$ cat config.mk
export PLATFORM = sky130hd
export DESIGN_NAME = windowed_watchdog_timer
export DESIGN_NICKNAME = d
export VERILOG_FILES = /design/src/wdt_pkg.sv /design/src/wdt_scale_if.sv /design/src/windowed_watchdog_timer.sv /design/src/wdt_scaler.sv
export VERILOG_INCLUDE_DIRS = /design/src /design/src/src
export SDC_FILE = /design/constraint.sdc
export NUM_CORES = 1
export LEC_CHECK = 0
export BUFFER_PORTS_ARGS = -buffer_cell sky130_fd_sc_hd__buf_2
export CAP_MARGIN = 20
export CELL_PAD_IN_SITES_DETAIL_PLACEMENT = 1
export CELL_PAD_IN_SITES_GLOBAL_PLACEMENT = 2
export CORE_MARGIN = 5
export CORE_UTILIZATION = 35
export DETAILED_ROUTE_END_ITERATION = 12
export PLACE_DENSITY_LB_ADDON = 0.1
export SETUP_SLACK_MARGIN = 0.15
export SYNTH_ARGS = -nofsm -noshare
export SYNTH_HDL_FRONTEND = slang
export SYNTH_HIERARCHICAL = 1
export SYNTH_SLANG_ARGS = --single-unit
$ cat constraint.sdc
create_clock -name clock_i -period 6.7 [get_ports clock_i]
set_clock_uncertainty 0.1 [all_clocks]
set_input_delay 1.34 -clock clock_i [delete_from_list [all_inputs] [get_ports clock_i]]
set_output_delay 1.34 -clock clock_i [all_outputs]
set_load 0.03 [all_outputs]
$ cat src/wdt_cfg.svh
// Offsets, field positions, reset values and timing counts of the watchdog
`ifndef WDT_CFG_SVH
`define WDT_CFG_SVH

// Timing
`define WDT_CLK_HZ 25000000
`define WDT_LOW_POWER_RC_CLOCK_HZ 32000
`define WDT_LOW_POWER_RC_CLOCK_DIV (`WDT_CLK_HZ / `WDT_LOW_POWER_RC_CLOCK_HZ)
`define WDT_PRE_BITS_SHORT 5
`define WDT_PRE_BITS_LONG 7
`define WDT_POST_MAX_BITS 15
`define WDT_CNT_W 22

// Register byte offsets
`define WDT_OFS_RESET_CTRL 5'h00
`define WDT_OFS_WDT_CONFIG 5'h04
`define WDT_OFS_POR_CONFIG 5'h08
`define WDT_OFS_COUNT 5'h0C
`define WDT_OFS_IRQ_STATUS 5'h10
`define WDT_OFS_IRQ_CLEAR 5'h14
`define WDT_OFS_IRQ_ENABLE 5'h18

// Reset control fields
`define WDT_RC_SOFT_EN_BIT 5
`define WDT_RC_TIMEOUT_BIT 4
`define WDT_RC_SLEEP_BIT 3
`define WDT_RC_IDLE_BIT 2

// Watchdog config word fields
`define WDT_CFG_FORCED_BIT 7
`define WDT_CFG_WINDOW_DISABLE_BIT 6
`define WDT_CFG_PRE_BIT 4
`define WDT_CFG_POST_LSB 0
`define WDT_CFG_POST_MSB 3

// Interrupt status fields
`define WDT_IRQ_TIMEOUT_BIT 0
`define WDT_IRQ_EARLY_BIT 1
`define WDT_IRQ_WAKE_BIT 2
`define WDT_IRQ_W 3

// Reset values
`define WDT_CFG_RST 8'hFF
`define WDT_POR_RST 8'hFF

`endif

$ cat src/wdt_pkg.sv
// Types shared by the watchdog modules
package wdt_pkg;
  typedef enum logic [1:0] {
    PWR_RUN,
    PWR_SLEEP,
    PWR_IDLE
  } pwr_state_t;
endpackage

$ cat src/wdt_scale_if.sv
// Carrier between watchdog control and its prescaler/postscaler counter
`timescale 1ns/10ps
interface wdt_scale_if #(parameter int CNT_W = 22);
  logic tick;
  logic clear;
  logic run;
  logic pre_sel;
  logic [3:0] post_sel;
  logic expire;
  logic early;
  logic [CNT_W-1:0] count;
  modport ctrl (output tick, output clear, output run, output pre_sel, output post_sel,
                input expire, input early, input count);
  modport scaler (input tick, input clear, input run, input pre_sel, input post_sel,
                  output expire, output early, output count);
endinterface

$ cat src/windowed_watchdog_timer.sv
// Windowed watchdog timer with Avalon-MM register slave
`timescale 1ns/10ps
`include "wdt_cfg.svh"
module windowed_watchdog_timer import wdt_pkg::*; #(
  parameter int LOW_POWER_RC_CLOCK_DIV = `WDT_LOW_POWER_RC_CLOCK_DIV,
  parameter int CNT_W = `WDT_CNT_W
) (
  // Clock and reset
  input wire logic clock_i,
  input wire logic sys_rst_i,
  // Avalon-MM slave
  input wire logic [4:0] address_i,
  input wire logic read_i,
  input wire logic write_i,
  input wire logic [31:0] writedata_i,
  input wire logic [3:0] byteenable_i,
  output logic [31:0] readdata_o,
  output logic waitrequest_o,
  // Non-volatile configuration
  input wire logic [7:0] watchdog_config_word_i,
  input wire logic [7:0] power_on_config_word_i,
  // Core events
  input wire logic wdt_clear_instr_i,
  input wire logic power_save_instr_i,
  input wire logic power_save_sleep_i,
  input wire logic osc_switch_done_i,
  input wire logic wake_other_i,
  // Watchdog outputs
  output logic wdt_reset_o,
  output logic core_wake_o,
  output logic low_power_rc_clock_on_o,
  output logic irq_o
);

  generate
    if (LOW_POWER_RC_CLOCK_DIV < 1 || LOW_POWER_RC_CLOCK_DIV > 4096) begin : g_chk_div
      $error("windowed_watchdog_timer: LOW_POWER_RC_CLOCK_DIV out of range");
    end
    if (CNT_W < `WDT_PRE_BITS_LONG + `WDT_POST_MAX_BITS || CNT_W > 32) begin : g_chk_cnt
      $error("windowed_watchdog_timer: CNT_W out of range");
    end
  endgenerate

  localparam logic [11:0] DIV_LAST = 12'(LOW_POWER_RC_CLOCK_DIV - 1);

  function automatic logic hit(input logic [4:0] addr, input logic [4:0] ofs);
    return addr[4:2] == ofs[4:2];
  endfunction

  wdt_scale_if #(.CNT_W(CNT_W)) sif ();

  wdt_scaler #(.CNT_W(CNT_W)) u_scaler (
    .clock_i(clock_i),
    .sys_rst_i(sys_rst_i),
    .sif(sif)
  );

  // Configuration capture
  logic [7:0] wdt_cfg_r;
  logic [7:0] por_cfg_r;
  logic cfg_loaded_r;

  // Reset control bits
  logic soft_en_r;
  logic soft_en_nxt;
  logic timeout_flag_r;
  logic timeout_flag_nxt;
  logic sleep_flag_r;
  logic sleep_flag_nxt;
  logic idle_flag_r;
  logic idle_flag_nxt;

  // Interrupt registers
  logic [`WDT_IRQ_W-1:0] irq_stat_r;
  logic [`WDT_IRQ_W-1:0] irq_stat_nxt;
  logic [`WDT_IRQ_W-1:0] irq_en_r;

  // RC clock divider and power state
  logic [11:0] div_cnt_r;
  logic [11:0] div_cnt_nxt;
  pwr_state_t pwr_r;
  pwr_state_t pwr_nxt;

  // Bus handshake
  logic wait_r;
  logic [31:0] rdata_nxt;

  // Output flops
  logic wdt_reset_r;
  logic core_wake_r;
  logic rc_on_r;
  logic irq_r;

  // Config decode
  // Reset image of the config word must not start the counter
  wire forced_on_w = cfg_loaded_r && wdt_cfg_r[`WDT_CFG_FORCED_BIT];
  wire window_disable_w = wdt_cfg_r[`WDT_CFG_WINDOW_DISABLE_BIT];
  wire prescale_select_w = wdt_cfg_r[`WDT_CFG_PRE_BIT];
  wire [3:0] postscale_select_w = wdt_cfg_r[`WDT_CFG_POST_MSB:`WDT_CFG_POST_LSB];

  wire enabled_w = forced_on_w || soft_en_r;

  // Bus decode
  wire req_w = read_i || write_i;
  wire take_w = req_w && !wait_r;
  wire wr_w = take_w && write_i && byteenable_i[0];
  wire wr_rc_w = wr_w && hit(address_i, `WDT_OFS_RESET_CTRL);
  wire wr_irq_clr_w = wr_w && hit(address_i, `WDT_OFS_IRQ_CLEAR);
  wire wr_irq_en_w = wr_w && hit(address_i, `WDT_OFS_IRQ_ENABLE);
  wire [7:0] wbyte_w = writedata_i[7:0];

  // Power state events
  wire running_w = (pwr_r == PWR_RUN);
  wire enter_ps_w = running_w && power_save_instr_i;
  wire expire_w = sif.expire;
  wire exit_ps_w = !running_w && (wake_other_i || expire_w);
  wire exit_other_w = !running_w && wake_other_i;

  wire early_clear_w = running_w && enabled_w && wdt_clear_instr_i && !window_disable_w && sif.early;
  // only window mode checks clear timing
  wire good_clear_w = running_w && wdt_clear_instr_i && !early_clear_w;
  wire run_timeout_w = running_w && expire_w;
  wire ps_timeout_w = !running_w && expire_w;
  wire fire_reset_w = run_timeout_w || early_clear_w;

  // RC tick from system clock divider
  wire rc_tick_w = enabled_w && (div_cnt_r == DIV_LAST);
  assign div_cnt_nxt = (!enabled_w || rc_tick_w) ? 12'h000 : div_cnt_r + 12'h001;

  // every restart source except a timeout clears counts
  // Timeout restarts by wrapping, so clear never depends on expire
  assign sif.clear = good_clear_w || early_clear_w || enter_ps_w || exit_other_w ||
                     osc_switch_done_i || !enabled_w;
  assign sif.tick = rc_tick_w;
  // counting needs the RC clock on
  assign sif.run = enabled_w;
  assign sif.pre_sel = prescale_select_w;
  assign sif.post_sel = postscale_select_w;

  // Power state machine
  always_comb begin
    pwr_nxt = pwr_r;
    case (pwr_r)
      PWR_RUN: begin
        if (power_save_instr_i) begin
          pwr_nxt = power_save_sleep_i ? PWR_SLEEP : PWR_IDLE;
        end
      end
      PWR_SLEEP, PWR_IDLE: begin
        if (exit_ps_w) begin
          pwr_nxt = PWR_RUN;
        end
      end
      default: begin
        pwr_nxt = PWR_RUN;
      end
    endcase
  end

  // Reset control register; hardware set wins over software clear
  always_comb begin
    soft_en_nxt = soft_en_r;
    timeout_flag_nxt = timeout_flag_r;
    sleep_flag_nxt = sleep_flag_r;
    idle_flag_nxt = idle_flag_r;
    if (wr_rc_w) begin
      soft_en_nxt = wbyte_w[`WDT_RC_SOFT_EN_BIT];
      sleep_flag_nxt = sleep_flag_r && wbyte_w[`WDT_RC_SLEEP_BIT];
      idle_flag_nxt = idle_flag_r && wbyte_w[`WDT_RC_IDLE_BIT];
      timeout_flag_nxt = timeout_flag_r && wbyte_w[`WDT_RC_TIMEOUT_BIT];
    end
    if (expire_w) begin
      timeout_flag_nxt = 1'b1;
    end
    if (enter_ps_w && power_save_sleep_i) begin
      sleep_flag_nxt = 1'b1;
    end
    if (enter_ps_w && !power_save_sleep_i) begin
      idle_flag_nxt = 1'b1;
    end
  end

  // Interrupt status: set beats write-one clear
  always_comb begin
    irq_stat_nxt = irq_stat_r;
    if (wr_irq_clr_w) begin
      irq_stat_nxt = irq_stat_r & ~wbyte_w[`WDT_IRQ_W-1:0];
    end
    if (expire_w) begin
      irq_stat_nxt[`WDT_IRQ_TIMEOUT_BIT] = 1'b1;
    end
    if (early_clear_w) begin
      irq_stat_nxt[`WDT_IRQ_EARLY_BIT] = 1'b1;
    end
    if (ps_timeout_w) begin
      irq_stat_nxt[`WDT_IRQ_WAKE_BIT] = 1'b1;
    end
  end

  // Read mux; unmapped offsets read zero
  always_comb begin
    rdata_nxt = 32'h0000_0000;
    if (hit(address_i, `WDT_OFS_RESET_CTRL)) begin
      rdata_nxt[`WDT_RC_SOFT_EN_BIT] = soft_en_r;
      rdata_nxt[`WDT_RC_TIMEOUT_BIT] = timeout_flag_r;
      rdata_nxt[`WDT_RC_SLEEP_BIT] = sleep_flag_r;
      rdata_nxt[`WDT_RC_IDLE_BIT] = idle_flag_r;
    end else if (hit(address_i, `WDT_OFS_WDT_CONFIG)) begin
      rdata_nxt[7:0] = wdt_cfg_r;
    end else if (hit(address_i, `WDT_OFS_POR_CONFIG)) begin
      rdata_nxt[7:0] = por_cfg_r;
    end else if (hit(address_i, `WDT_OFS_COUNT)) begin
      rdata_nxt[CNT_W-1:0] = sif.count;
    end else if (hit(address_i, `WDT_OFS_IRQ_STATUS)) begin
      rdata_nxt[`WDT_IRQ_W-1:0] = irq_stat_r;
    end else if (hit(address_i, `WDT_OFS_IRQ_ENABLE)) begin
      rdata_nxt[`WDT_IRQ_W-1:0] = irq_en_r;
    end
  end

  // Config words are sampled once after reset release, never under reset
  always_ff @(posedge clock_i or posedge sys_rst_i) begin
    if (sys_rst_i) begin
      wdt_cfg_r <= `WDT_CFG_RST;
      por_cfg_r <= `WDT_POR_RST;
      cfg_loaded_r <= 1'b0;
    end else if (!cfg_loaded_r) begin
      wdt_cfg_r <= watchdog_config_word_i;
      por_cfg_r <= power_on_config_word_i;
      cfg_loaded_r <= 1'b1;
    end
  end

  always_ff @(posedge clock_i or posedge sys_rst_i) begin
    if (sys_rst_i) begin
      soft_en_r <= 1'b0;
      timeout_flag_r <= 1'b0;
      sleep_flag_r <= 1'b0;
      idle_flag_r <= 1'b0;
    end else begin
      soft_en_r <= soft_en_nxt;
      timeout_flag_r <= timeout_flag_nxt;
      sleep_flag_r <= sleep_flag_nxt;
      idle_flag_r <= idle_flag_nxt;
    end
  end

  always_ff @(posedge clock_i or posedge sys_rst_i) begin
    if (sys_rst_i) begin
      irq_stat_r <= '0;
      irq_en_r <= '0;
    end else begin
      irq_stat_r <= irq_stat_nxt;
      if (wr_irq_en_w) begin
        irq_en_r <= wbyte_w[`WDT_IRQ_W-1:0];
      end
    end
  end

  always_ff @(posedge clock_i or posedge sys_rst_i) begin
    if (sys_rst_i) begin
      div_cnt_r <= 12'h000;
      pwr_r <= PWR_RUN;
    end else begin
      div_cnt_r <= div_cnt_nxt;
      pwr_r <= pwr_nxt;
    end
  end

  // One wait cycle per access keeps read data a registered output
  always_ff @(posedge clock_i or posedge sys_rst_i) begin
    if (sys_rst_i) begin
      wait_r <= 1'b1;
      readdata_o <= 32'h0000_0000;
    end else begin
      wait_r <= !(req_w && wait_r);
      if (req_w && wait_r) begin
        readdata_o <= rdata_nxt;
      end
    end
  end

  // Outputs from flops
  always_ff @(posedge clock_i or posedge sys_rst_i) begin
    if (sys_rst_i) begin
      wdt_reset_r <= 1'b0;
      core_wake_r <= 1'b0;
      rc_on_r <= 1'b0;
      irq_r <= 1'b0;
    end else begin
      // reset pulse on run-mode timeout or early clear; a power-save timeout pulses core_wake_o instead
      wdt_reset_r <= fire_reset_w;
      core_wake_r <= ps_timeout_w;
      rc_on_r <= forced_on_w || soft_en_nxt;
      irq_r <= |(irq_stat_nxt & irq_en_r);
    end
  end

  assign waitrequest_o = wait_r;
  assign wdt_reset_o = wdt_reset_r;
  assign core_wake_o = core_wake_r;
  assign low_power_rc_clock_on_o = rc_on_r;
  assign irq_o = irq_r;

endmodule

$ cat src/wdt_scaler.sv
// Prescaler and postscaler chain counting low-power RC ticks
`timescale 1ns/10ps
`include "wdt_cfg.svh"
module wdt_scaler import wdt_pkg::*; #(
  parameter int CNT_W = `WDT_CNT_W
) (
  // Clock and reset
  input wire logic clock_i,
  input wire logic sys_rst_i,
  // Control side
  wdt_scale_if.scaler sif
);

  generate
    if (CNT_W < `WDT_PRE_BITS_LONG + `WDT_POST_MAX_BITS) begin : g_chk
      $error("wdt_scaler: CNT_W too small for longest period");
    end
  endgenerate

  // Last count of the selected period, prescaler bits low, postscaler above
  function automatic logic [CNT_W-1:0] last_count(input logic pre, input logic [3:0] post);
    int span;
    span = (pre ? `WDT_PRE_BITS_LONG : `WDT_PRE_BITS_SHORT) + int'(post);
    return CNT_W'((64'd1 << span) - 64'd1);
  endfunction

  logic [CNT_W-1:0] cnt_r;
  logic [CNT_W-1:0] cnt_nxt;
  wire [CNT_W-1:0] last_w = last_count(sif.pre_sel, sif.post_sel);
  // three quarters of the period, taken from the last count so the longest period cannot wrap
  wire [CNT_W-1:0] thresh_w = last_w - (last_w >> 2);
  wire at_last_w = (cnt_r == last_w);

  assign sif.expire = sif.run && sif.tick && at_last_w && !sif.clear;
  // below threshold is an early clear
  assign sif.early = (cnt_r < thresh_w);
  assign sif.count = cnt_r;

  assign cnt_nxt = sif.clear ? '0 :
                   (!sif.run || !sif.tick) ? cnt_r :
                   at_last_w ? '0 : cnt_r + CNT_W'(1);

  always_ff @(posedge clock_i or posedge sys_rst_i) begin
    if (sys_rst_i) begin
      cnt_r <= '0;
    end else begin
      cnt_r <= cnt_nxt;
    end
  end

endmodule

==> summary.md <==
| Metric | Value |
|---|---|
| RSZ-0062 raised after global routing | `false` |
| Root Driver | `clkbuf_16` |
| Core Footprint | `around 20000 um^2` |
| Router iterations before antenna repair | `4` |
| Static Leak | `roughly 3.3 nW` |
| Synth warnings | `6` |
| Relative max-transition margin | `50.5%` |
| Final setup TNS | `0 ns` |
| Met2 WL | `10800 um` |
| Reg clk slew, reported paths | `0.08 ns` |
| Worst Tran Pin Value | `approximately 0.74 ns` |
| Placer Congestion | `between 0.8 and 0.9` |
| Top cells by area, synth | `dfrtp_1, ha_1, dfstp_2, mux2_2, o21ai_0` |
| Largest net degree at the start of global routing | `52` |
| EDFF count, synth | `0` |
| Detailed Route WL | `approximately 22000 um` |
| Post-CTS sizing | `0` |
| Max stage delay on crit path | `around 0.57 ns` |
| Async SR Flop Fraction | `between 90% and 100%` |
| Status | `finished, final reports clean` |
| Final Hold Fails | `0` |
| Max-slew violation count | `0` |
| Crit path DAT | `between 6 and 7 ns` |
| Vias in the first global route | `around 6500` |
| Most common flop cell mapped by yosys | `dfrtp_1` |
| Commonest cells post-synth | `dfrtp_1, o21ai_0, nand2_1, nor2_1` |
| Slowest CP cell | `dfstp_2` |
| Die Ht | `151 um` |
| Post-Synthesis Cell Area | `6980 um^2` |
| First-pass GRT wire length | `35300 um` |
| Pwr Density | `235 nW/um^2` |
| Nets | `949` |
| Routed wl met3 | `650 um` |
| Post-CTS Hold Fix Bufs | `0` |
| H-Tree Depth | `3` |
| Post-synth top area share | `about a quarter` |
| Post-Syn Instances | `around 800` |
| Met1 Wirelength | `~11000 um` |
| Synth area leader | `dfrtp_1` |
| Peak supply drop | `between 0.0001 and 0.00015 V` |
| Max clock buf depth | `2` |
| Top delay family on crit path | `compound AO/OA/AOI/OAI gates` |
| GRT Total Usage | `around a fifth` |
| Antenna-violating nets left | `0` |
| GR Overflow Total | `0` |
| Port bufs | `a little over 60` |
| Die footprint | `~23000 um^2` |
| Post-CTS Setup Inserts | `0` |
| Worst hold path type | `reg -> reg` |
| Clk sinks | `90` |
| Fin crit period | `between 5 and 6 ns` |
| Vias per cell | `between 5 and 6` |
| Die X | `about 150 um` |
| Worst path bufs/invs | `1` |
| DR iter-0 viols | `between 300 and 400` |
| HPWL after detailed placement | `approximately 17000 um` |
| Tcrit/Tclk final | `87.7%` |
| Avg Cell Area, Syn | `approximately 8.7 um^2` |
| CTS Buf Count | `9` |
| Highest Signal Layer | `met4` |
| Startpoint types | `register` |
| Yosys cell types | `81` |
| Residual DRC count | `0` |
| Fmax | `roughly 170 MHz` |
| Worst skew pair latency | `around 0.35 ns` |
| Crit path required time | `between 6 and 7 ns` |
| Area Growth Syn to Fin | `11.7%` |
| Layout cells sized above 1 | `18.3%` |
| # rows | `about 50` |
| CP cell instances | `ha_1, a21boi_1, buf_4, o21a_1, nor2_1, ha_1, nor4_1, o21ai_0, nand3_1, a21boi_0, nand2b_1, a221o_1, a21oi_1, xor2_1, ha_1, nand4_1, nor3_1, a221oi_1, o21ai_0, a31oi_1, nand4b_1, o21ai_0, a221o_1` |
| Routed wire length per instance | `20.0 um` |
| CTS tree | `yes` |
| Initial antenna violation count | `0` |
| Type of destination of the critical path | `register` |
| Critical path class | `reg -> reg` |
| Top-count cell post-synth | `dfrtp_1` |
| Crit path max fanout | `13` |
| Top-Level Pins | `approximately 100` |
| Synthesis-stage register bit count | `90` |
| Vias | `6216` |
| Final Util | `roughly 40%` |
| Final setup violating endpoints | `0` |
| Total power | `1.83 mW` |
| Post-synthesis sequential area ratio | `between 30 and 40%` |
| Initial core utilization | `35.7%` |
| Max Cap Viol | `0` |
[cells in the final DEF, fill, tap and decap left out, drive strengths merged, types with 7 or more instances in the layout]
| cell type | n |
|---|---|
| and3 | 7 |
| nor2 | 53 |
| nor4 | 15 |
| dfstp | 17 |
| nand3 | 31 |
| xnor2 | 25 |
| o211ai | 7 |
| clkbuf | 10 |
| nor3 | 18 |
| a22oi | 10 |
| xor2 | 16 |
| nand3b | 10 |
| ha | 40 |
| a31oi | 11 |
| a21oi | 41 |
| inv | 37 |
| mux2 | 29 |
| and2 | 8 |
| a21o | 9 |
| buf | 75 |
| nand2 | 55 |
| o21ai | 62 |
| conb | 17 |
| a22o | 15 |
| nand2b | 21 |
| dfrtp | 73 |
| nor2b | 18 |
[final cells by class]
type,instances,area (um^2)
antenna,2,5.00
timing repair buffer,75,430
fill,2376,11700
clock buffer,10,239
multi-input combinational,632,4300
sequential,90,2270
clock inverter,6,80.1
tap,265,332
inverter,34,128
[flip-flops by register name (all words and copies together), names as in the netlist, 2 cells and up]
signal,cells
pwr_r,2
div_cnt_r,12
wdt_cfg_r,8
por_cfg_r,8
u_scaler/sif.count,22
irq_en_r,3
readdata_o,22
irq_stat_r,3
[through the flow]
stage	std cells	area, um^2	hold WS, ns	setup slack [ns]
global placement	1095	7440	0.360	1.01
global route	1112	7790	0.405	0.485
CTS	1111	7760	0.391	0.892
detailed placement	1095	7440	0.372	0.913
finish	1114	7790	0.382	0.822
floorplan	816	7030	0.368	1.91
[worst paths after layout]
check	to	startpoint	slack, ns	cells after the start
max reg2reg	irq_o	wdt_cfg_r[1]	0.82	23
min	readdata_o[4]	readdata_o[4]	0.38	2
max in group asynchronous	div_cnt_r[4]	sys_rst_i	4.61	3
min in group asynchronous	u_scaler/sif.count[9]	sys_rst_i	0.79	2
min reg2reg	readdata_o[4]	readdata_o[4]	0.38	2
max	irq_o	wdt_cfg_r[1]	0.82	23
[cells by family after synthesis]
group,synth area share [%]
muxes,5.02
AOI/OAI and AO/OA,20.5
and+or+nand+nor,22.4
DFF,32.6
adders and majority gates,7.62
buffers and inverters,6.49
xor gates and xnor gates,5.15
other,0.215
[power breakdown]
group          internal [mW]  switching, mW
combinational          0.254          0.396
clock                  0.309          0.242
sequential             0.589         0.0388
total                   1.15          0.676
[routing by layer]
metal  global-route usage, %  vias to the layer above
met1                    26.7                     3137
met2                    33.2                       86
met3                    3.14                        8
met4                    3.17                        0
met5                       0                        -
li1                        -                     2985
[worst register-to-register path, cell delays in order, from the launching register on]
cell and delay, ns:
dfstp_2 0.57, ha_1 0.42, a21boi_1 0.27, buf_4 0.17
o21a_1 0.23, nor2_1 0.07, ha_1 0.28, nor4_1 0.36
o21ai_0 0.19, nand3_1 0.16, a21boi_0 0.16, nand2b_1 0.22
a221o_1 0.30, a21oi_1 0.19, xor2_1 0.22, ha_1 0.29
nand4_1 0.11, nor3_1 0.07, a221oi_1 0.24, o21ai_0 0.13
a31oi_1 0.39, nand4b_1 0.23, o21ai_0 0.28, a221o_1 0.19
Power figures use the tool's default switching activity.
